$ cat src/shared/ddi_pkg.sv
/*
 * Constants for the digital-input function decoder: function codes,
 * default terminal settings, register offsets and timing figures.
 * Assumes a single 125 MHz control clock.
 */
package ddi_pkg;
   // *****************************************************************
   // Function codes
   // *****************************************************************
   localparam logic [5:0] FN_NONE       = 6'h00;
   localparam logic [5:0] FN_RESET      = 6'h01;
   localparam logic [5:0] FN_COAST_LOW  = 6'h02;
   localparam logic [5:0] FN_FREEWHEEL_AND_CLEAR_LOW = 6'h03;
   localparam logic [5:0] FN_QSTOP_LOW  = 6'h04;
   localparam logic [5:0] FN_DC_INJECTION_HALT_LOW = 6'h05;
   localparam logic [5:0] FN_STOP_LOW   = 6'h06;
   localparam logic [5:0] FN_START      = 6'h07;
   localparam logic [5:0] FN_LATCH_START = 6'h08;
   localparam logic [5:0] FN_REVERSE    = 6'h09;
   localparam logic [5:0] FN_START_REV  = 6'h0A;
   localparam logic [5:0] FN_ONLY_CW    = 6'h0B;
   localparam logic [5:0] FN_ONLY_CCW   = 6'h0C;
   localparam logic [5:0] FN_FIXED_SPEED_OVERRIDE = 6'h0D;
   localparam logic [5:0] FN_HOLD_REF   = 6'h0E;
   localparam logic [5:0] FN_HOLD_OUT   = 6'h0F;
   localparam logic [5:0] FN_SPEED_UP   = 6'h10;
   localparam logic [5:0] FN_SPEED_DOWN = 6'h11;
   localparam logic [5:0] FN_RAMP_SEL   = 6'h15;
   localparam logic [5:0] FN_PRESET_LSB = 6'h16;
   localparam logic [5:0] FN_PRESET_MSB = 6'h17;
   localparam logic [5:0] FN_PRECISE_LO = 6'h1A;
   localparam logic [5:0] FN_PRECISE_HI = 6'h1B;
   localparam logic [5:0] FN_PULSE_REF  = 6'h1C;
   localparam logic [5:0] FN_PULSE_FB   = 6'h1D;
   localparam logic [5:0] FN_PULSE_IN   = 6'h1E;
   localparam logic [5:0] FN_ENC_FIRST  = 6'h22;
   localparam logic [5:0] FN_ENC_LAST   = 6'h24;
   localparam logic [5:0] FN_UNUSED_18  = 6'h12;
   localparam logic [5:0] FN_UNUSED_25  = 6'h19;

   // *****************************************************************
   // Values after reset, terminal order 0..4
   // *****************************************************************
   localparam logic [5:0] RST_FN0 = FN_START;
   localparam logic [5:0] RST_FN1 = FN_REVERSE;
   localparam logic [5:0] RST_FN2 = FN_FREEWHEEL_AND_CLEAR_LOW;
   localparam logic [5:0] RST_FN3 = FN_FIXED_SPEED_OVERRIDE;
   localparam logic [5:0] RST_FN4 = FN_NONE;
   localparam logic [15:0] RST_DC_TIME = 16'h0000;
   localparam logic [15:0] RST_DC_VOLT = 16'h0000;
   localparam logic [15:0] RST_STEP    = 16'h0000;

   // *****************************************************************
   // Register offsets (word index on the plain port)
   // *****************************************************************
   localparam logic [3:0] REG_FN0     = 4'h0;
   localparam logic [3:0] REG_FN4     = 4'h4;
   localparam logic [3:0] REG_CFG     = 4'h5;
   localparam logic [3:0] REG_DC_TIME = 4'h6;
   localparam logic [3:0] REG_DC_VOLT = 4'h7;
   localparam logic [3:0] REG_STATUS  = 4'h8;
   localparam logic [3:0] REG_STEPS   = 4'h9;
   localparam logic [3:0] REG_LEVELS  = 4'hA;
   localparam int CFG_PULSE_OUT  = 0;
   localparam int CFG_CLOSED_LOOP = 1;

   // *****************************************************************
   // Timing
   // *****************************************************************
   localparam int CLK_MHZ        = 125;
   localparam int MIN_PULSE_MS   = 14;
   localparam int MIN_PULSE_CYC  = MIN_PULSE_MS * 1000 * CLK_MHZ;
endpackage : ddi_pkg

$ cat src/design/ddi_decode.sv
/*
 * Digital-input function decoder: five terminals, each with a programmed
 * function code, turned into drive command levels and pulses.
 * Assumes asynchronous terminal levels and a plain register port.
 */
`timescale 1ns/1ps
`default_nettype none

// Functional notes
// [RULE_01] One function code per terminal, codes 0 to 36.
// [RULE_02] Defaults: start, reverse, freewheel-and-clear, fixed speed, none.
// [RULE_03] Code 0 terminal has no effect at all.
// [RULE_04] Code 1 rising edge clears alarm; trip-locked alarms stay.
// [RULE_05] Code 2 low level coasts the motor immediately.
// [RULE_06] Code 3 low coasts; falling edge also clears alarm.
// [RULE_07] Code 4 low starts quick-stop ramp.
// [RULE_08] Code 5 low brakes with DC only if time and voltage nonzero.
// [RULE_09] Code 6 low ramps down to standstill.
// [RULE_10] Code 7 high runs, low stops.
// [RULE_11] Code 8 pulse of 14 ms latches run; stop input clears.
// [RULE_12] Code 9 high reverses without start; off in closed loop.
// [RULE_13] Code 10 runs and reverses; off in closed loop.
// [RULE_14] Codes 11 and 12 limit rotation to one direction.
// [RULE_15] Code 13 forces fixed speed unless coast, quick stop, DC brake.
// [RULE_16] Code 14 holds reference; only speed up/down change it.
// [RULE_17] Code 15 holds output frequency; only up/down change it.
// [RULE_18] Fourth terminal refuses pulse codes while output is pulse.
// [RULE_19] Encoder codes only on terminals four and five, set together.
// [RULE_20] Each 14 ms up/down pulse steps the held value once.
// [RULE_21] Ramp select low picks ramp pair one, high pair two.
// [RULE_22] Two preset inputs form index, MSB input most significant.
// [RULE_23] Terminals synchronised; edges taken on synchronised signal.
// [RULE_24] Writes of codes a terminal does not offer are refused.
module ddi_decode #(
   parameter int MIN_PULSE = ddi_pkg::MIN_PULSE_CYC
) (
   input  wire logic        core_clk,
   input  wire logic        sys_rst,
   input  wire logic        clkEn,
   input  wire logic [4:0]  terminalPin,
   input  wire logic [3:0]  regAddr,
   input  wire logic [15:0] regWdata,
   input  wire logic        regWr,
   input  wire logic        regRd,
   output logic      [15:0] regRdata,
   input  wire logic        tripLocked,
   output logic             alarmClear,
   output logic             coastCmd,
   output logic             quickStopCmd,
   output logic             dcBrakeCmd,
   output logic             rampStopCmd,
   output logic             runCmd,
   output logic             reverseCmd,
   output logic             onlyCw,
   output logic             onlyCcw,
   output logic             fixedSpeed,
   output logic             holdRef,
   output logic             holdOut,
   output logic             speedUpStep,
   output logic             speedDownStep,
   output logic             rampSel,
   output logic [1:0]       presetIdx,
   output logic             encoderMode
);
   // *****************************************************************
   // Parameter check
   // *****************************************************************
   // Refused at elaboration: a one-cycle pulse could not be timed
   if (MIN_PULSE < 2) begin : gBadPulse
      $error("MIN_PULSE must be at least 2");
   end

   // *****************************************************************
   // Terminal synchronisers
   // *****************************************************************
   logic [4:0] syncA;
   logic [4:0] syncB;
   logic [4:0] syncC;
   logic [4:0] level;
   logic [4:0] levelPrev;

   // Three stages; level changes once second and third agree
   always_ff @(posedge core_clk) begin
      if (sys_rst) begin
         syncA     <= 5'h1F;
         syncB     <= 5'h1F;
         syncC     <= 5'h1F;
         level     <= 5'h1F;
         levelPrev <= 5'h1F;
      end else if (clkEn) begin
         syncA     <= terminalPin;
         syncB     <= syncA;
         syncC     <= syncB;
         level     <= (syncB & syncC) | (level & (syncB | syncC)); // RULE_23
         levelPrev <= level;
      end
   end

   wire [4:0] rise = level & ~levelPrev;   // RULE_23
   wire [4:0] fall = ~level & levelPrev;

   // *****************************************************************
   // Configuration registers
   // *****************************************************************
   logic [5:0]  fnCode [5];
   logic        pulseOutCfg;
   logic        closedLoop;
   logic [15:0] dcTime;
   logic [15:0] dcVolt;
   logic [15:0] upCount;
   logic [15:0] downCount;

   // Code legality per terminal; gaps 18 and 25 never offered
   function automatic logic codeOk(input int term, input logic [5:0] c,
                                   input logic pulseOut);
      logic ok;
      ok = (c <= ddi_pkg::FN_ENC_LAST)                      // RULE_01
         && c != ddi_pkg::FN_UNUSED_18 && c != ddi_pkg::FN_UNUSED_25;
      if ((c == ddi_pkg::FN_PRECISE_LO || c == ddi_pkg::FN_PRECISE_HI)
          && term > 1) begin
         ok = 1'b0;                                         // RULE_24
      end
      if ((c == ddi_pkg::FN_PULSE_REF || c == ddi_pkg::FN_PULSE_FB)
          && term < 3) begin
         ok = 1'b0;
      end
      if ((c == ddi_pkg::FN_PULSE_REF || c == ddi_pkg::FN_PULSE_FB)
          && term == 3 && pulseOut) begin
         ok = 1'b0;                                         // RULE_18
      end
      if (c == ddi_pkg::FN_PULSE_IN && term != 4) begin
         ok = 1'b0;
      end
      if (c >= ddi_pkg::FN_ENC_FIRST && term < 3) begin
         ok = 1'b0;                                         // RULE_19
      end
      return ok;
   endfunction : codeOk

   wire        fnWr    = regWr && regAddr <= ddi_pkg::REG_FN4;
   wire [2:0]  fnIdx   = regAddr[2:0];
   wire        wrEnc   = regWdata[5:0] >= ddi_pkg::FN_ENC_FIRST
                         && regWdata[5:0] <= ddi_pkg::FN_ENC_LAST;
   wire [5:0]  wrCode  = regWdata[5:0];
   wire        wrHigh  = |regWdata[15:6];
   wire        encPrev = fnCode[3] >= ddi_pkg::FN_ENC_FIRST;

   // Function code writes; encoder pair written as one
   always_ff @(posedge core_clk) begin
      if (sys_rst) begin
         fnCode[0] <= ddi_pkg::RST_FN0;                    // RULE_02
         fnCode[1] <= ddi_pkg::RST_FN1;
         fnCode[2] <= ddi_pkg::RST_FN2;
         fnCode[3] <= ddi_pkg::RST_FN3;
         fnCode[4] <= ddi_pkg::RST_FN4;
      end else if (clkEn && fnWr && !wrHigh
                   && codeOk(int'(fnIdx), wrCode, pulseOutCfg)) begin
         if (wrEnc) begin
            fnCode[3] <= wrCode;                           // RULE_19
            fnCode[4] <= wrCode;
         end else begin
            fnCode[fnIdx] <= wrCode;
            // Leaving encoder mode on one terminal frees the partner
            if (encPrev && (fnIdx == 3'h3 || fnIdx == 3'h4)) begin
               fnCode[3'h7 - fnIdx] <= ddi_pkg::FN_NONE;
            end
         end
      end
   end

   // Other settings
   always_ff @(posedge core_clk) begin
      if (sys_rst) begin
         pulseOutCfg <= 1'b0;
         closedLoop  <= 1'b0;
         dcTime      <= ddi_pkg::RST_DC_TIME;
         dcVolt      <= ddi_pkg::RST_DC_VOLT;
      end else if (clkEn && regWr) begin
         if (regAddr == ddi_pkg::REG_CFG) begin
            pulseOutCfg <= regWdata[ddi_pkg::CFG_PULSE_OUT];
            closedLoop  <= regWdata[ddi_pkg::CFG_CLOSED_LOOP];
         end
         if (regAddr == ddi_pkg::REG_DC_TIME) begin
            dcTime <= regWdata;
         end
         if (regAddr == ddi_pkg::REG_DC_VOLT) begin
            dcVolt <= regWdata;
         end
      end
   end

   // *****************************************************************
   // Per-terminal function decode
   // *****************************************************************
   logic [4:0] isFn [37];
   genvar g;
   genvar t;
   generate
      for (g = 0; g < 37; g++) begin : gFn
         for (t = 0; t < 5; t++) begin : gTerm
            // Code 0 matches nothing that is read below
            assign isFn[g][t] = (fnCode[t] == 6'(g));       // RULE_03
         end
      end
   endgenerate

   wire anyLow[37];
   wire anyHigh[37];
   generate
      for (g = 0; g < 37; g++) begin : gAny
         assign anyLow[g]  = |(isFn[g] & ~level);
         assign anyHigh[g] = |(isFn[g] & level);
      end
   endgenerate

   // *****************************************************************
   // Stop commands and alarm clear
   // *****************************************************************
   wire coastNow = anyLow[2] || anyLow[3];                 // RULE_05 RULE_06
   wire dcArmed  = dcTime != 16'h0000 && dcVolt != 16'h0000;
   wire dcNow    = anyLow[5] && dcArmed;                   // RULE_08
   wire qsNow    = anyLow[4];                              // RULE_07
   wire stopNow  = anyLow[6];                              // RULE_09
   wire clearEv  = |((isFn[1] & rise) | (isFn[3] & fall)); // RULE_04 RULE_06

   // *****************************************************************
   // Pulse-width measurement, a high counter and a low counter per terminal
   // *****************************************************************
   localparam int CW = $clog2(MIN_PULSE + 1);
   logic [CW-1:0] highCnt [5];
   logic [CW-1:0] lowCnt  [5];
   logic [4:0]    longHigh;
   logic [4:0]    lowOk;
   logic [4:0]    stepArmed;

   generate
      for (t = 0; t < 5; t++) begin : gCnt
         // Counts saturate; low time gates the next step
         always_ff @(posedge core_clk) begin
            if (sys_rst) begin
               highCnt[t]   <= '0;
               lowCnt[t]    <= '0;
               stepArmed[t] <= 1'b1;
            end else if (clkEn) begin
               if (level[t]) begin
                  lowCnt[t] <= '0;
                  if (highCnt[t] != CW'(MIN_PULSE)) begin
                     highCnt[t] <= highCnt[t] + 1'b1;
                  end
               end else begin
                  highCnt[t] <= '0;
                  if (lowCnt[t] != CW'(MIN_PULSE)) begin
                     lowCnt[t] <= lowCnt[t] + 1'b1;
                  end
               end
               if (longHigh[t]) begin
                  stepArmed[t] <= 1'b0;
               end else if (lowOk[t]) begin
                  stepArmed[t] <= 1'b1;                     // RULE_20
               end
            end
         end
         assign longHigh[t] = highCnt[t] == CW'(MIN_PULSE - 1) && level[t];
         assign lowOk[t]    = lowCnt[t] == CW'(MIN_PULSE);
      end
   endgenerate

   // *****************************************************************
   // Run, latch and direction
   // *****************************************************************
   logic latched;
   wire anyStop   = stopNow || coastNow || qsNow || dcNow;
   wire latchHit  = |(isFn[8] & longHigh);                 // RULE_11
   wire revAllowed = !closedLoop;
   wire next_latched = anyStop ? 1'b0 : (latched || latchHit);

   // Latched start; stop wins over the start pulse
   always_ff @(posedge core_clk) begin
      if (sys_rst) begin
         latched <= 1'b0;
      end else if (clkEn) begin
         latched <= next_latched;                          // RULE_11
      end
   end

   wire runLevel = anyHigh[7]                              // RULE_10
                 || (anyHigh[10] && revAllowed);           // RULE_13
   wire revLevel = revAllowed && (anyHigh[9] || anyHigh[10]); // RULE_12

   wire stepUp   = |(isFn[16] & longHigh & stepArmed);
   wire stepDown = |(isFn[17] & longHigh & stepArmed);
   wire frozen   = |isFn[14] || |isFn[15];

   // *****************************************************************
   // Registered command outputs
   // *****************************************************************
   always_ff @(posedge core_clk) begin
      if (sys_rst) begin
         alarmClear    <= 1'b0;
         coastCmd      <= 1'b0;
         quickStopCmd  <= 1'b0;
         dcBrakeCmd    <= 1'b0;
         rampStopCmd   <= 1'b0;
         runCmd        <= 1'b0;
         reverseCmd    <= 1'b0;
         onlyCw        <= 1'b0;
         onlyCcw       <= 1'b0;
         fixedSpeed    <= 1'b0;
         holdRef       <= 1'b0;
         holdOut       <= 1'b0;
         speedUpStep   <= 1'b0;
         speedDownStep <= 1'b0;
         rampSel       <= 1'b0;
         presetIdx     <= 2'b00;
         encoderMode   <= 1'b0;
      end else if (clkEn) begin
         alarmClear   <= clearEv && !tripLocked;           // RULE_04
         coastCmd     <= coastNow;                         // RULE_05
         quickStopCmd <= qsNow;                            // RULE_07
         dcBrakeCmd   <= dcNow;                            // RULE_08
         rampStopCmd  <= stopNow;                          // RULE_09
         runCmd       <= (runLevel || next_latched) && !anyStop;
         reverseCmd   <= revLevel;                         // RULE_12
         onlyCw       <= anyHigh[11];                      // RULE_14
         onlyCcw      <= anyHigh[12];                      // RULE_14
         // Fixed speed blocked by coast, quick stop and DC brake
         fixedSpeed   <= anyHigh[13] && !coastNow && !qsNow && !dcNow; // RULE_15
         holdRef      <= anyHigh[14];                      // RULE_16
         holdOut      <= anyHigh[15];                      // RULE_17
         // Simultaneous up and down resolves to down
         speedUpStep   <= frozen && stepUp && !stepDown;   // RULE_20
         speedDownStep <= frozen && stepDown;              // RULE_20
         rampSel      <= anyHigh[21];                      // RULE_21
         presetIdx    <= {anyHigh[23], anyHigh[22]};       // RULE_22
         encoderMode  <= fnCode[3] >= ddi_pkg::FN_ENC_FIRST; // RULE_19
      end
   end

   // Step counters give software a view of frozen-value changes
   always_ff @(posedge core_clk) begin
      if (sys_rst) begin
         upCount   <= ddi_pkg::RST_STEP;
         downCount <= ddi_pkg::RST_STEP;
      end else if (clkEn) begin
         if (speedUpStep) begin
            upCount <= upCount + 16'h0001;
         end
         if (speedDownStep) begin
            downCount <= downCount + 16'h0001;
         end
      end
   end

   // *****************************************************************
   // Register read port, data one cycle after the strobe
   // *****************************************************************
   wire [15:0] statusWord = {4'h0, encoderMode, presetIdx, rampSel,
                             holdOut, holdRef, fixedSpeed, reverseCmd,
                             runCmd, dcBrakeCmd, quickStopCmd, coastCmd};
   wire [15:0] rdMux =
      (regAddr <= ddi_pkg::REG_FN4) ? {10'h000, fnCode[fnIdx]} :
      (regAddr == ddi_pkg::REG_CFG) ? {14'h0000, closedLoop, pulseOutCfg} :
      (regAddr == ddi_pkg::REG_DC_TIME) ? dcTime :
      (regAddr == ddi_pkg::REG_DC_VOLT) ? dcVolt :
      (regAddr == ddi_pkg::REG_STATUS) ? statusWord :
      (regAddr == ddi_pkg::REG_STEPS) ? {upCount[7:0], downCount[7:0]} :
      (regAddr == ddi_pkg::REG_LEVELS) ? {11'h000, level} : 16'h0000;

   always_ff @(posedge core_clk) begin
      if (sys_rst) begin
         regRdata <= 16'h0000;
      end else if (clkEn) begin
         regRdata <= regRd ? rdMux : 16'h0000;
      end
   end

   // *****************************************************************
   // Checks
   // *****************************************************************
   dc_gate_a: assert property (@(posedge core_clk) disable iff (sys_rst) // RULE_08
      dcBrakeCmd |-> $past(dcArmed))
      else $error("DC brake with zero time or voltage");
   jog_block_a: assert property (@(posedge core_clk) disable iff (sys_rst) // RULE_15
      (fixedSpeed |-> !coastCmd && !quickStopCmd && !dcBrakeCmd))
      else $error("Fixed speed active during stop");
   stop_run_a: assert property (@(posedge core_clk) disable iff (sys_rst) // RULE_11
      (clkEn && anyStop) |=> !runCmd)
      else $error("Run while a stop command is present");
   rev_loop_a: assert property (@(posedge core_clk) disable iff (sys_rst) // RULE_12
      (clkEn && closedLoop && $stable(closedLoop)) |=> !reverseCmd)
      else $error("Reverse in closed loop");
   enc_pair_a: assert property (@(posedge core_clk) disable iff (sys_rst) // RULE_19
      (fnCode[3] >= ddi_pkg::FN_ENC_FIRST) |-> fnCode[4] == fnCode[3])
      else $error("Encoder pair differs");
   code_range_a: assert property (@(posedge core_clk) disable iff (sys_rst) // RULE_01
      (regAddr <= ddi_pkg::REG_FN4) |-> fnCode[fnIdx] <= ddi_pkg::FN_ENC_LAST)
      else $error("Function code out of range");
   clear_trip_a: assert property (@(posedge core_clk) disable iff (sys_rst) // RULE_04
      alarmClear |-> !$past(tripLocked))
      else $error("Alarm cleared while trip-locked");
   step_once_a: assert property (@(posedge core_clk) disable iff (sys_rst) // RULE_20
      speedUpStep |=> !speedUpStep)
      else $error("Double speed step");
   coast_low_a: assert property (@(posedge core_clk) disable iff (sys_rst) // RULE_05
      (clkEn && isFn[2][0] && !level[0]) |=> coastCmd)
      else $error("Coast missed on low level");
endmodule : ddi_decode

`default_nettype wire

$ cat config.mk
export PLATFORM = sky130hd
export DESIGN_NAME = ddi_decode
export DESIGN_NICKNAME = d
export VERILOG_FILES = /design/src/shared/ddi_pkg.sv /design/src/design/ddi_decode.sv
export SDC_FILE = /design/constraint.sdc
export NUM_CORES = 1
export LEC_CHECK = 0
export BUFFER_PORTS_ARGS = -buffer_cell sky130_fd_sc_hd__buf_4
export CELL_PAD_IN_SITES_DETAIL_PLACEMENT = 1
export CELL_PAD_IN_SITES_GLOBAL_PLACEMENT = 1
export CORE_MARGIN = 8
export CORE_UTILIZATION = 32
export CTS_CLUSTER_SIZE = 28
export DETAILED_ROUTE_END_ITERATION = 10
export PLACE_DENSITY_LB_ADDON = 0.3
export REMOVE_ABC_BUFFERS = 1
export SLEW_MARGIN = 10
export SYNTH_ARGS = -nofsm -noshare
export SYNTH_HDL_FRONTEND = slang
export SYNTH_SLANG_ARGS = --single-unit
$ cat constraint.sdc
create_clock -name core_clk -period 4.2 [get_ports core_clk]
set_input_delay 0.21 -clock core_clk [delete_from_list [all_inputs] [get_ports core_clk]]
set_output_delay 0.21 -clock core_clk [all_outputs]
set_load 0.01 [all_outputs]
# After elaboration in Yosys (flattened, before gate mapping)
# Memory sizes are Yosys's and may differ from the RTL's.
# Cells that the tools add are included.
[op_classes] add_sub_neg=13 order_cmp=6 eq_ne=137 n_mux=158 bitwise_logic=54 n_reduce_logical=94
[ops] operator="21-bit 2-to-1 mux" count=20
[ops] operator="6-bit by 4-bit == test with 1-bit output (second input constant)" count=40
[ops] operator="21-bit by 1-bit adder with 21-bit output (second input constant)" count=10
[ops] operator="21-bit == test (second input constant)" count=10
[ops] operator="21-bit inequality test (second input constant)" count=10
[ops] operator="6-bit by 5-bit == test with 1-bit output (second input constant)" count=30
[ops] operator="5-bit AND" count=27
[ops] operator="1-bit 2-to-1 mux" count=124
[ops] operator="6-bit by 3-bit == test with 1-bit output (second input constant)" count=20
[ops] operator="16-bit 2-to-1 mux" count=7
[ops] operator="5-bit OR reduction" count=22
[ops] operator="6-bit by 2-bit == test with 1-bit output (second input constant)" count=10
[ops] operator="16-bit by 1-bit adder with 16-bit output (second input constant)" count=2
[ops] operator="1-bit logical AND" count=32
[ops] operator="16-bit nonzero test" count=2
[ops] operator="6-bit by 1-bit == test with 1-bit output (second input constant)" count=5
[ops] operator="6-bit 2-to-1 mux" count=4
[ops] operator="1-bit bitwise OR" count=22
[ops] operator="2-bit AND reduction" count=10
[ops] operator="5-bit bitwise OR" count=3
[ops] operator="4-bit by 3-bit == test with 1-bit output (second input constant)" count=3
[ops] operator="4-bit == test (second input constant)" count=3
[ops] operator="6-bit >= comparator (second input constant)" count=2
[ops] operator="1-bit logical OR" count=12
[ops] operator="16 further kinds" count=32
[word_totals] reg_bits=131 ramBits=240 input_bits=31 out_inout_bits=34 wordCells=500 n_memories=3
[memory_table] name="highCnt" depth=5 word_bits=21 rd=5 rd_clocked_by_memory_dff=0 wr=5 line="ddi_decode.sv:230" rtl="logic [CW-1:0] highCnt [5];"
[memory_table] name="lowCnt" depth=5 word_bits=21 rd=5 rd_clocked_by_memory_dff=0 wr=5 line="ddi_decode.sv:231" rtl="logic [CW-1:0] lowCnt [5];"
[memory_table] name="fnCode" depth=5 word_bits=6 rd=6 rd_clocked_by_memory_dff=0 wr=5 line="ddi_decode.sv:105" rtl="logic [5:0] fnCode [5];"

# Depth between registers and ports, before layout
# Gate-level depths: netlist (run 1).
[logic_depth] depth_word=15 mapped_depth=8 depth_no_buf=7

# Worst setup path after synthesis (run 1)
# OpenSTA, ideal clock, no wires.
[synth_timing] path_kind="input to register" startpoint="input port clkEn" endpoint="memory lowCnt[1][0] in the netlist's numbering (enable)" setup_ns=0.428 t_arrival_ns=2.781 t_required_ns=3.772 setup_slack_ns=0.991 stages=5 n_path_buf=3 cell_sequence="clkbuf_1 clkbuf_1 clkinv_1 clkbuf_1 o21ai_0"
[synth_lines] element="start, declared" line="ddi_decode.sv:39" rtl="input wire logic clkEn,"
[synth_lines] element="end, declared" line="ddi_decode.sv:231"

==> summary.txt, run 1 <==
Status
  – Status: finished, final reports clean

GRT
  – GRT Total Usage: 15.91%
  – Largest net degree at the start of global routing: 46
  – Antenna violations before repair: 0
  – First-pass GRT wire length: 90,250 um
  – Vias in the first global route: ~16,000
  – Total grt overflow: 0

Synth
  – Share of the synthesized area in the top cell type: around two fifths
  – Synthesis Warnings: 0
  – Synth top area cells: edfxtp_1 (39%), dfxtp_1 (12%), nor2_1 (6.3%)
  – Post-Syn Instances: 2,046
  – Synth Register Bits: 367
  – Seq/Total Area, Yosys: approximately half
  – Mean Syn Cell Area: 9.482 um2
  – Commonest cells post-synth: nor2_1 (325), edfxtp_1 (252), nand2_1 (237)
  – Mapped Area: ~19,000 um2
  – Most frequent cell after synthesis: nor2_1
  – Post-synth EDFFs: about 250
  – Main synth FF type: edfxtp_1
  – Share of flip-flops with an asynchronous set or reset: 0%
  – Synth unique cells: 77
  – Synth area leader: edfxtp_1

Clocking
  – Number of post-CTS setup repair buffers: 0
  – Worst-path clk slew: 0.06 ns
  – Clock Latency Late Sink: just under 0.6 ns
  – Resize count post-CTS: 0
  – Clk root buf: clkbuf_16
  – Post-cts hold buffer count: 22
  – CTS tree: done
  – CTS buffer count: 43
  – CTS Buffer Depth: 3
  – H-tree Lvls: 2
  – Clock Sinks: roughly 370

Setup path
  – Crit end category: register
  – CP Launch Type: primary input
  – CP Class: primary input to register
  – Critical Path AT: 3.16 ns
  – Slowest stage delay, CP: roughly 0.67 ns
  – Slowest cell on crit path: or4b_1
  – Crit-path max FO: 18
  – Cell Chain, Critical Path: dlygate4sd3_1 -> buf_4 -> nor4_1 -> nand2_1 -> nor4_4 -> nand3_4 -> or4b_1 -> nand2_1
  – Data required, critical path: around 4.5 ns
  – CP most frequent cell: nand2_1

Timing
  – Slew Limit Fails: 0
  – Final setup viols: 0
  – Layout Skew: 0.02622 ns
  – Fmax: around 340 MHz
  – Relative slew margins: about a quarter
  – Post-route clock period utilization: around 70%
  – Setup_tns: 0 ns
  – Final hold violations: 0
  – Worst Max-Slew Pin Slew: 1.108 ns
  – RSZ-0062 raised after global routing: false
  – Minimum clock period: 2.912 ns

Power and ir drop
  – Peak supply drop: 0.2721 mV
  – Leak: about 0.0076 uW
  – Pwr/cell area: ~380 nW/um2

Floorplan
  – Full die area: slightly below 70,000 um2
  – DIE WIDTH: between 200 and 300 um
  – Die H: 262.2 um
  – Starting Density: approximately 32%
  – # rows: 90
  – Core area: between 60,000 and 70,000 um2
  – Io pins: between 60 and 70

Drt
  – Vias post-DR: between 15,000 and 20,000
  – Final ANT Viol Nets: 0
  – Vias per std cell: ~5.3
  – # DRC: 0
  – Routed WL: 56,100 um
  – Avg WL per Cell: 19.26 um
  – Pre-Repair DR Iteration Count: 5
  – 1st-iter DRT viols: approximately 1,200

Final layout
  – Core Util, Final: between 30% and 40%
  – Final #Nets: between 2,000 and 2,500
  – Area grow syn2layout: 14.40%
  – Antenna Cells: 0
  – Filler instances: between 6,000 and 7,000
  – Share of cells above drive strength 1: around 7.9%

Min path
  – Hold Crit Class: primary input to register

Flow run
  – Max-Cap Viols: 0

Placed design
  – Port bufs: 64
  – Placer Congestion: around 0.91
  – DP HPWL: between 30,000 and 40,000 um
## flip-flops by register name (all words and copies together) (netlist names), 8 cells and up
name,cells
dcTime,16
dcVolt,16
downCount,8
fnCode,42
highCnt,105
lowCnt,105
regRdata,16
upCount,8
## worst paths after layout
path                    endpoint            from  cells after the start  slack (ns)
hold reg to reg         syncC[1]        syncB[1]                      2        0.46
hold / removal           rampSel         sys_rst                      2        0.07
setup reg to reg  highCnt[0][15]  highCnt[0][16]                      4        1.38
setup / recovery    fnCode[0][3]     regWdata[7]                      8        1.29
## stage by stage
stage	power, uW	hold slack (ns)	setup slack, ns	cell area, um2	std cells
global placement	4793	0.4413	1.342	20620	2813
floorplan	4540	0.2791	1.234	19040	1952
finish	8380	0.06679	1.288	22190	2913
CTS	8498	0.03211	1.310	22190	2913
detailed placement	4815	0.4489	1.319	20620	2813
global route	8711	0.06058	1.131	22190	2913
## power by group
group	internal, uW	switching [uW]
combinational	207	328
sequential	4030	196
clock	2110	1510
total	6350	2030
## routing by layer
| metal | vias up | GRT usage [%] | wire length (um) |
|---|---|---|---|
| li1 | 7418 | - | - |
| met1 | 7749 | 21.67 | 26560 |
| met2 | 290 | 25.66 | 25740 |
| met3 | 92 | 2.685 | 2431 |
| met4 | 0 | 4.885 | 1372 |
| met5 | - | 0 | 0 |
## cell families after synthesis
family | synth area share (%)
flip-flops | 50.87
other | 0.01933
multiplexers | 1.109
AND/OR/NAND/NOR | 25.86
adder cells (fa/ha/maj) | 1.419
buffers and inverters | 3.154
AO/OA/AOI/OAI | 8.494
XOR/XNOR | 9.075
## placed cells by master (no fill, tap or decap), types with 7 or more instances in the layout
cell	synthesis	layout
mux2i_1	17	17
and4_1	15	15
xor2_1	125	125
nand4_1	62	62
clkbuf_1	95	13
or2_2	7	7
nand4b_1	8	8
nand3_1	109	109
nor2b_1	24	24
ha_1	22	22
edfxtp_1	252	252
nor3b_1	13	13
and2_1	14	14
dfxtp_1	115	115
clkinv_2	0	8
dlygate4sd3_1	0	22
and3_1	52	52
nor4_1	43	43
nand2_1	237	237
nand2b_1	22	22
a21oi_1	93	93
or3_1	13	13
a21o_1	10	10
o22ai_1	17	17
buf_4	0	79
clkbuf_8	0	7
nor3_1	27	27
conb_1	1	12
nor4bb_1	7	7
a222oi_1	11	11
clkbuf_16	0	44
a22oi_1	13	13
or4_1	7	7
nor4b_1	12	12
o21ai_0	48	45
nor2_1	325	324
inv_1	53	53
xnor2_1	76	76
## layout make-up
| type | instances | area (um2) | share of cell area (%) |
|---|---|---|---|
| clock buffer | 64 | 1246 | 5.615 |
| clock inverter | 14 | 106.4 | 0.4792 |
| inverter | 55 | 206.4 | 0.9302 |
| multi-input combinational | 1530 | 8974 | 40.43 |
| sequential | 367 | 9869 | 44.47 |
| tap | 782 | 978.4 | 4.409 |
| timing repair buffer | 101 | 813.3 | 3.664 |
## worst max-delay path: cells and delay by family
family	cells	cell delay, ns
simple gates	6	2.26
buf+inv	2	0.68
No activity file was read; power rests on OpenSTA's default activity.
==> run 2: changes to the inputs <==
- clock period: 4.2 -> 2.64 ns (I/O delays scaled with it)
==> summary.txt, run 2 (synthesis results as in run 1) <==
Timing
  – Final hold violations: 0 (unchanged)
  – Fmax: between 400 and 500 MHz
  – Post-route clock period utilization: between 90% and 100%
  – Final setup viols: 0 (unchanged)
  – Final Hold Slack: 0.02679 ns (was 0.06679 ns)
  – Slew Limit Fails: 0 (unchanged)
  – Relative slew margins: 26.81% (was 26.15%)
  – Minimum clock period: roughly 2.5 ns
  – PnR worst setup slack: 0.1762 ns (was 1.288 ns)
  – Worst Max-Slew Pin Slew: 1.098 ns (was 1.108 ns)
  – RSZ-0062 raised after global routing: false (unchanged)
  – Layout Skew: 0.03236 ns (was 0.02622 ns)

Flow run
  – Max-Cap Viols: 0 (unchanged)

Power and ir drop
  – Sw Ratio: 24.56% (was 24.25%)
  – Peak supply drop: 0.3513 mV (was 0.2721 mV)
  – Pwr/cell area: 598.2 nW/um2 (was 377.6 nW/um2)
  – Logic pwr share: 7.0% (was 6.4%)
  – Clk pwr share: 44.3% (was 43.2%)
  – PnR Total Power: 13,730 uW (was 8380 uW)
  – Flop pwr share: 48.7% (was 50.4%)
  – Cell internal pwr: 10,360 uW (was 6348 uW)
  – Switching pwr: 3374 uW (was 2032 uW)
  – Leak: 0.008077 uW (was 0.007610 uW)

Drt
  – Final ANT Viol Nets: 0 (unchanged)
  – Routed WL: 58,100 um (was 56,100 um)
  – Avg WL per Cell: 19.35 um (was 19.26 um)
  – Vias post-DR: 15,840 (was 15,550)
  – Vias per std cell: 5.273 (was 5.338)
  – Pre-Repair DR Iteration Count: 7 (was 5)
  – # DRC: 0 (unchanged)
  – 1st-iter DRT viols: 1,070 (was 1,170)

Floorplan
  – # rows: 90 (unchanged)
  – Core area: 60,130 um2 (unchanged)
  – Full die area: 68,760 um2 (unchanged)
  – DIE WIDTH: 262.2 um (unchanged)
  – Starting Density: 32.26% (unchanged)
  – Io pins: 65 (unchanged)
  – Die H: 262.2 um (unchanged)

Final layout
  – Commonest non-fill, non-tap cell in the layout: nor2_1 (unchanged)
  – Biggest regs: highCnt: 105 flops, lowCnt: 105 flops, fnCode: 42 flops (unchanged)
  – Final instance area: 22,960 um2 (was 22,190 um2)
  – Area grow syn2layout: 18.36% (was 14.40%)
  – Share of cells above drive strength 1: 11.94% (was 7.931%)
  – Final #Nets: 2,236 (was 2,151)
  – Non-filler cells, final: 3,003 (was 2,913)
  – Commonest non-fill, non-tap cells in the layout: nor2_1 (324), edfxtp_1 (252), nand2_1 (237) (unchanged)

Clocking
  – Worst-path clk slew: 0.06 ns (about the same)
  – H-tree Lvls: 2 (unchanged)
  – Clk root buf: clkbuf_16 (unchanged)
  – CTS Buffer Depth: 3 (unchanged)
  – CTS tree: done (unchanged)
  – CTS buffer count: 45 (was 43)
  – Clock Latency Late Sink: 0.59 ns (was 0.58 ns)
  – Clock Sinks: 367 (unchanged)

Setup path
  – Critical Path AT: 2.74 ns (was 3.16 ns)
  – CP Launch Point: regWdata[6] (was regWdata[7])
  – Crit path to: fnCode[0][2] (was fnCode[0][3])
  – Data required, critical path: 2.91 ns (was 4.45 ns)
  – Crit end category: register (unchanged)
  – Reg2reg setup slack: 0.18 ns (was 1.38 ns)
  – Worst r2r src: highCnt[1][11] (was highCnt[0][16])
  – FF-to-FF path depth: 6 (was 4)
  – CP Class: primary input to register (unchanged)
  – Worst R2R End: speedUpStep (was highCnt[0][15])
  – Crit-path max FO: 7 (was 18)
  – CP Launch Type: primary input (unchanged)

GRT
  – Largest net degree at the start of global routing: 66 (was 46)
  – Vias in the first global route: 16,360 (was 16,050)
  – GRT Total Usage: 16.42% (was 15.91%)
  – First-pass GRT wire length: 92,580 um (was 90,250 um)
  – Antenna violations before repair: 1 (was 0)
  – Total grt overflow: 0 (unchanged)

Placed design
  – DP HPWL: 42,620 um (was 39,770 um)
  – Placer Congestion: 0.9676 (was 0.9093)
  – Port bufs: 64 (unchanged)
  – DP Area: 21,240 um2 (was 20,620 um2)
  – Placed cells: 2,895 (was 2,813)
  – Pre-CTS WS: 0.07969 ns (was 1.319 ns)

Min path
  – Hold Crit Class: primary input to register (unchanged)

Status
  – Status: finished, final reports clean (unchanged)
-- run 2: cell types whose count changed in the layout (fill, tap and decap cells not counted), sizes merged --
cell,delta
buf,+82
clkbuf,+4
clkinv,+2
bufinv,-1
clkinvlp,+1
diode,+1
dlygate4sd3,+1
-- run 2: how the worst min path moves through the flow --
stage | start | endpoint | slack, ns | depth (start not counted)
2_1_floorplan | sys_rst | dcBrakeCmd | 0.20 | 1
3_3_place_gp | terminalPin[0] | syncA[0] | 0.35 | 3
3_5_place_dp | terminalPin[0] | syncA[0] | 0.36 | 3
4_1_cts | regRd | regRdata[3] | 0.01 | 3
5_1_grt | regRd | regRdata[4] | 0.05 | 3
6_report | regRd | regRdata[2] | 0.03 | 3
-- run 2: routing by layer --
metal | global-route usage [%] | up-vias | routed length [um] | share of wire [%]
met1 | 22.33 | 7843 | 27240 | 47
met4 | 5.576 | 0 | 1637 | 2.8
li1 | - | 7585 | - | -
met2 | 26.64 | 309 | 26490 | 46
met5 | 0 | - | 0 | 0
met3 | 2.292 | 99 | 2733 | 4.7
-- run 2: cell type report --
type / count / area (um2)
antenna: 1 / 2.502
tap: 782 / 978.4
clock buffer: 68 / 1358
timing repair buffer: 184 / 1439
fill: 6870 / 37170
inverter: 55 / 206.4
multi-input combinational: 1530 / 8991
clock inverter: 16 / 116.4
sequential: 367 / 9869
-- run 2: worst max-delay path, cell delays in order --
cell and delay (ns):
dlygate4sd3_1 0.54, buf_4 0.15, nor4_1 0.30, nand3_1 0.24, nor4_4 0.38, nand3_4 0.10, or4b_1 0.63, nand2_1 0.27
-- run 2: through the flow --
| step | util [%] | setup TNS, ns |
|---|---|---|
| after global routing | 38.18 | 0 |
| final | 38.18 | 0 |
| after floorplan | - | -21.41 |
| after detailed placement | 35.32 | 0 |
| after global placement | 35.32 | 0 |
| after CTS | 38.15 | 0 |
-- run 2: what timing repair did --
| action | CTS | global route |
|---|---|---|
| setup endpoints to repair | 0 | 4 |
| endpoints found under the hold margin | 66 | 0 |
| hold buffers | 23 | 0 |
| resized for setup | 0 | 3 |
| setup buffers | 0 | 0 |
-- run 2: power by group through the flow --
| stage | logic [uW] | registers, uW | clock network (uW) |
|---|---|---|---|
| 2_1_floorplan | 493 | 6730 | 0 |
| 3_3_place_gp | 913 | 6780 | 0 |
| 3_5_place_dp | 930 | 6800 | 0 |
| 4_1_cts | 965 | 6680 | 6290 |
| 5_1_grt | 1060 | 6720 | 6490 |
| 6_report | 961 | 6680 | 6090 |
==> run 3: changes to the inputs <==
- BUFFER_PORTS_ARGS: -buffer_cell sky130_fd_sc_hd__buf_4 -> -buffer_cell sky130_fd_sc_hd__buf_2
==> summary.txt, run 3 (synthesis results as in run 1) <==
Setup path
  – Critical Path AT: 2.77 ns (was 2.74 ns)
  – Data required, critical path: 2.94 ns (was 2.91 ns)
  – CP Launch Type: register (was primary input)
  – Crit-path max FO: 21 (was 7)
  – Crit end category: register (unchanged)
  – CP Class: register to register (was primary input to register)

Floorplan
  – # rows: 90 (unchanged)
  – Die H: 262.2 um (unchanged)
  – Full die area: 68,760 um2 (unchanged)
  – Starting Density: 32.26% (unchanged)
  – DIE WIDTH: 262.2 um (unchanged)
  – Core area: 60,130 um2 (unchanged)
  – Io pins: 65 (unchanged)

Clocking
  – H-tree Lvls: 2 (unchanged)
  – Clock Latency Late Sink: 0.60 ns (was 0.59 ns)
  – CTS Buffer Depth: 3 (unchanged)
  – Number of post-CTS setup repair buffers: 0 (unchanged)
  – CTS buffer count: 43 (was 45)
  – CTS tree: done (unchanged)
  – Clk root buf: clkbuf_16 (unchanged)
  – Worst-path clk slew: 0.06 ns (about the same)
  – Clock Sinks: 367 (unchanged)

Timing
  – Post-route clock period utilization: 93.70% (was 93.33%)
  – Minimum clock period: 2.474 ns (was 2.464 ns)
  – Final hold violations: 0 (unchanged)
  – Final setup viols: 0 (unchanged)
  – Slew Limit Fails: 0 (unchanged)
  – Fmax: 404.3 MHz (was 405.9 MHz)
  – Worst Max-Slew Pin Slew: 1.101 ns (was 1.098 ns)
  – RSZ-0062 raised after global routing: false (unchanged)
  – Layout Skew: 0.03588 ns (was 0.03236 ns)
  – Relative slew margins: 26.58% (was 26.81%)

Final layout
  – Non-filler cells, final: 2,998 (was 3,003)
  – Area grow syn2layout: 17.11% (was 18.36%)
  – Share of cells above drive strength 1: 11.47% (was 11.94%)
  – Final #Nets: 2,233 (was 2,236)
  – Commonest non-fill, non-tap cell in the layout: nor2_1 (unchanged)
  – Commonest non-fill, non-tap cells in the layout: nor2_1 (324), edfxtp_1 (252), nand2_1 (237) (unchanged)
  – Biggest regs: highCnt: 105 flops, lowCnt: 105 flops, fnCode: 42 flops (unchanged)

Power and ir drop
  – Pwr/cell area: 601.1 nW/um2 (was 598.2 nW/um2)
  – PnR Total Power: 13,660 uW (was 13,730 uW)
  – Sw Ratio: 24.70% (was 24.56%)
  – Cell internal pwr: 10,280 uW (was 10,360 uW)
  – Switching pwr: 3373 uW (was 3374 uW)
  – Leak: 0.008009 uW (was 0.008077 uW)
  – Flop pwr share: 49.0% (was 48.7%)
  – Logic pwr share: 6.8% (was 7.0%)
  – Clk pwr share: 44.2% (was 44.3%)
  – Peak supply drop: 0.4091 mV (was 0.3513 mV)

Drt
  – Vias per std cell: 5.291 (was 5.273)
  – 1st-iter DRT viols: 964 (was 1,070)
  – Final ANT Viol Nets: 0 (unchanged)
  – Routed WL: 58,020 um (was 58,100 um)
  – # DRC: 0 (unchanged)
  – Pre-Repair DR Iteration Count: 7 (unchanged)
  – Vias post-DR: 15,860 (was 15,840)
  – Avg WL per Cell: 19.35 um (about the same)

Placed design
  – Port bufs: 64 (unchanged)
  – Placed cells: 2,893 (was 2,895)
  – Placer Congestion: 0.9523 (was 0.9676)
  – DP HPWL: 41,480 um (was 42,620 um)

Status
  – Status: finished, final reports clean (unchanged)

Min path
  – Hold Crit Class: primary input to register (unchanged)

GRT
  – GRT Total Usage: 16.36% (was 16.42%)
  – Vias in the first global route: 16,400 (was 16,360)
  – Antenna violations before repair: 2 (was 1)
  – Total grt overflow: 0 (unchanged)
  – Largest net degree at the start of global routing: 45 (was 66)
  – First-pass GRT wire length: 92,380 um (was 92,580 um)

Flow run
  – Max-Cap Viols: 0 (unchanged)
-- run 3: worst max-delay path, stage by stage (launching register included) --
cell and delay, ns:
edfxtp_1 0.46, or3b_2 0.47, nor4_1 0.30, buf_4 0.19
a41oi_1 0.14, or3_1 0.37, buf_4 0.23
-- run 3: power groups by stage --
stage / clock [uW] / combinational, uW / sequential, uW
finish: 6040 / 929 / 6690
global route: 6440 / 1020 / 6730
CTS: 6250 / 932 / 6690
detailed placement: 0 / 896 / 6810
global placement: 0 / 880 / 6790
floorplan: 0 / 493 / 6730
-- run 3: per-layer routing --
| metal | GRT usage [%] | share of wire, % |
|---|---|---|
| met2 | 26.31 | 45 |
| met5 | 0 | 0 |
| met4 | 6.508 | 3.6 |
| met3 | 2.385 | 4.6 |
| met1 | 21.99 | 46 |
-- run 3: final timing paths --
kind / start / endpoint / slack (ns) / cells after the start
setup / recovery: highCnt[3][16] / highCnt[3][10] / 0.17 / 6
hold / removal: sys_rst / downCount[2] / 0.11 / 3
setup reg to reg: highCnt[3][16] / highCnt[3][10] / 0.17 / 6
hold reg to reg: regRdata[3] / regRdata[3] / 0.46 / 2
-- run 3: through the flow --
stage / hold slack [ns] / setup slack, ns / cell area [um2] / TNS, ns / util (%)
floorplan: 0.2011 / -0.3261 / 19040 / -21.41 / -
global placement: 0.3512 / 0.1878 / 21060 / 0 / 35.03
detailed placement: 0.3576 / 0.1277 / 21060 / 0 / 35.03
CTS: 0.06975 / 0.09658 / 22710 / 0 / 37.77
global route: 0.1241 / 0.04582 / 22720 / 0 / 37.78
finish: 0.1103 / 0.1663 / 22720 / 0 / 37.78
-- run 3: final cells by class --
cell class / count / area (um2)
fillers: 6952 / 37410
flip-flops and latches: 367 / 9869
repair buffers: 183 / 1276
inverters: 55 / 206.4
clock buffers: 62 / 1219
diodes: 1 / 2.502
well taps: 782 / 978.4
clock inverters: 18 / 186.4
multi-input cells: 1530 / 8981
-- run 3: timing repair --
| item | in CTS | in global routing |
|---|---|---|
| endpoints found under the setup margin | 0 | 18 |
| hold buffers | 24 | 0 |
| hold endpoints to repair | 57 | 0 |
| resized for setup | 0 | 1 |
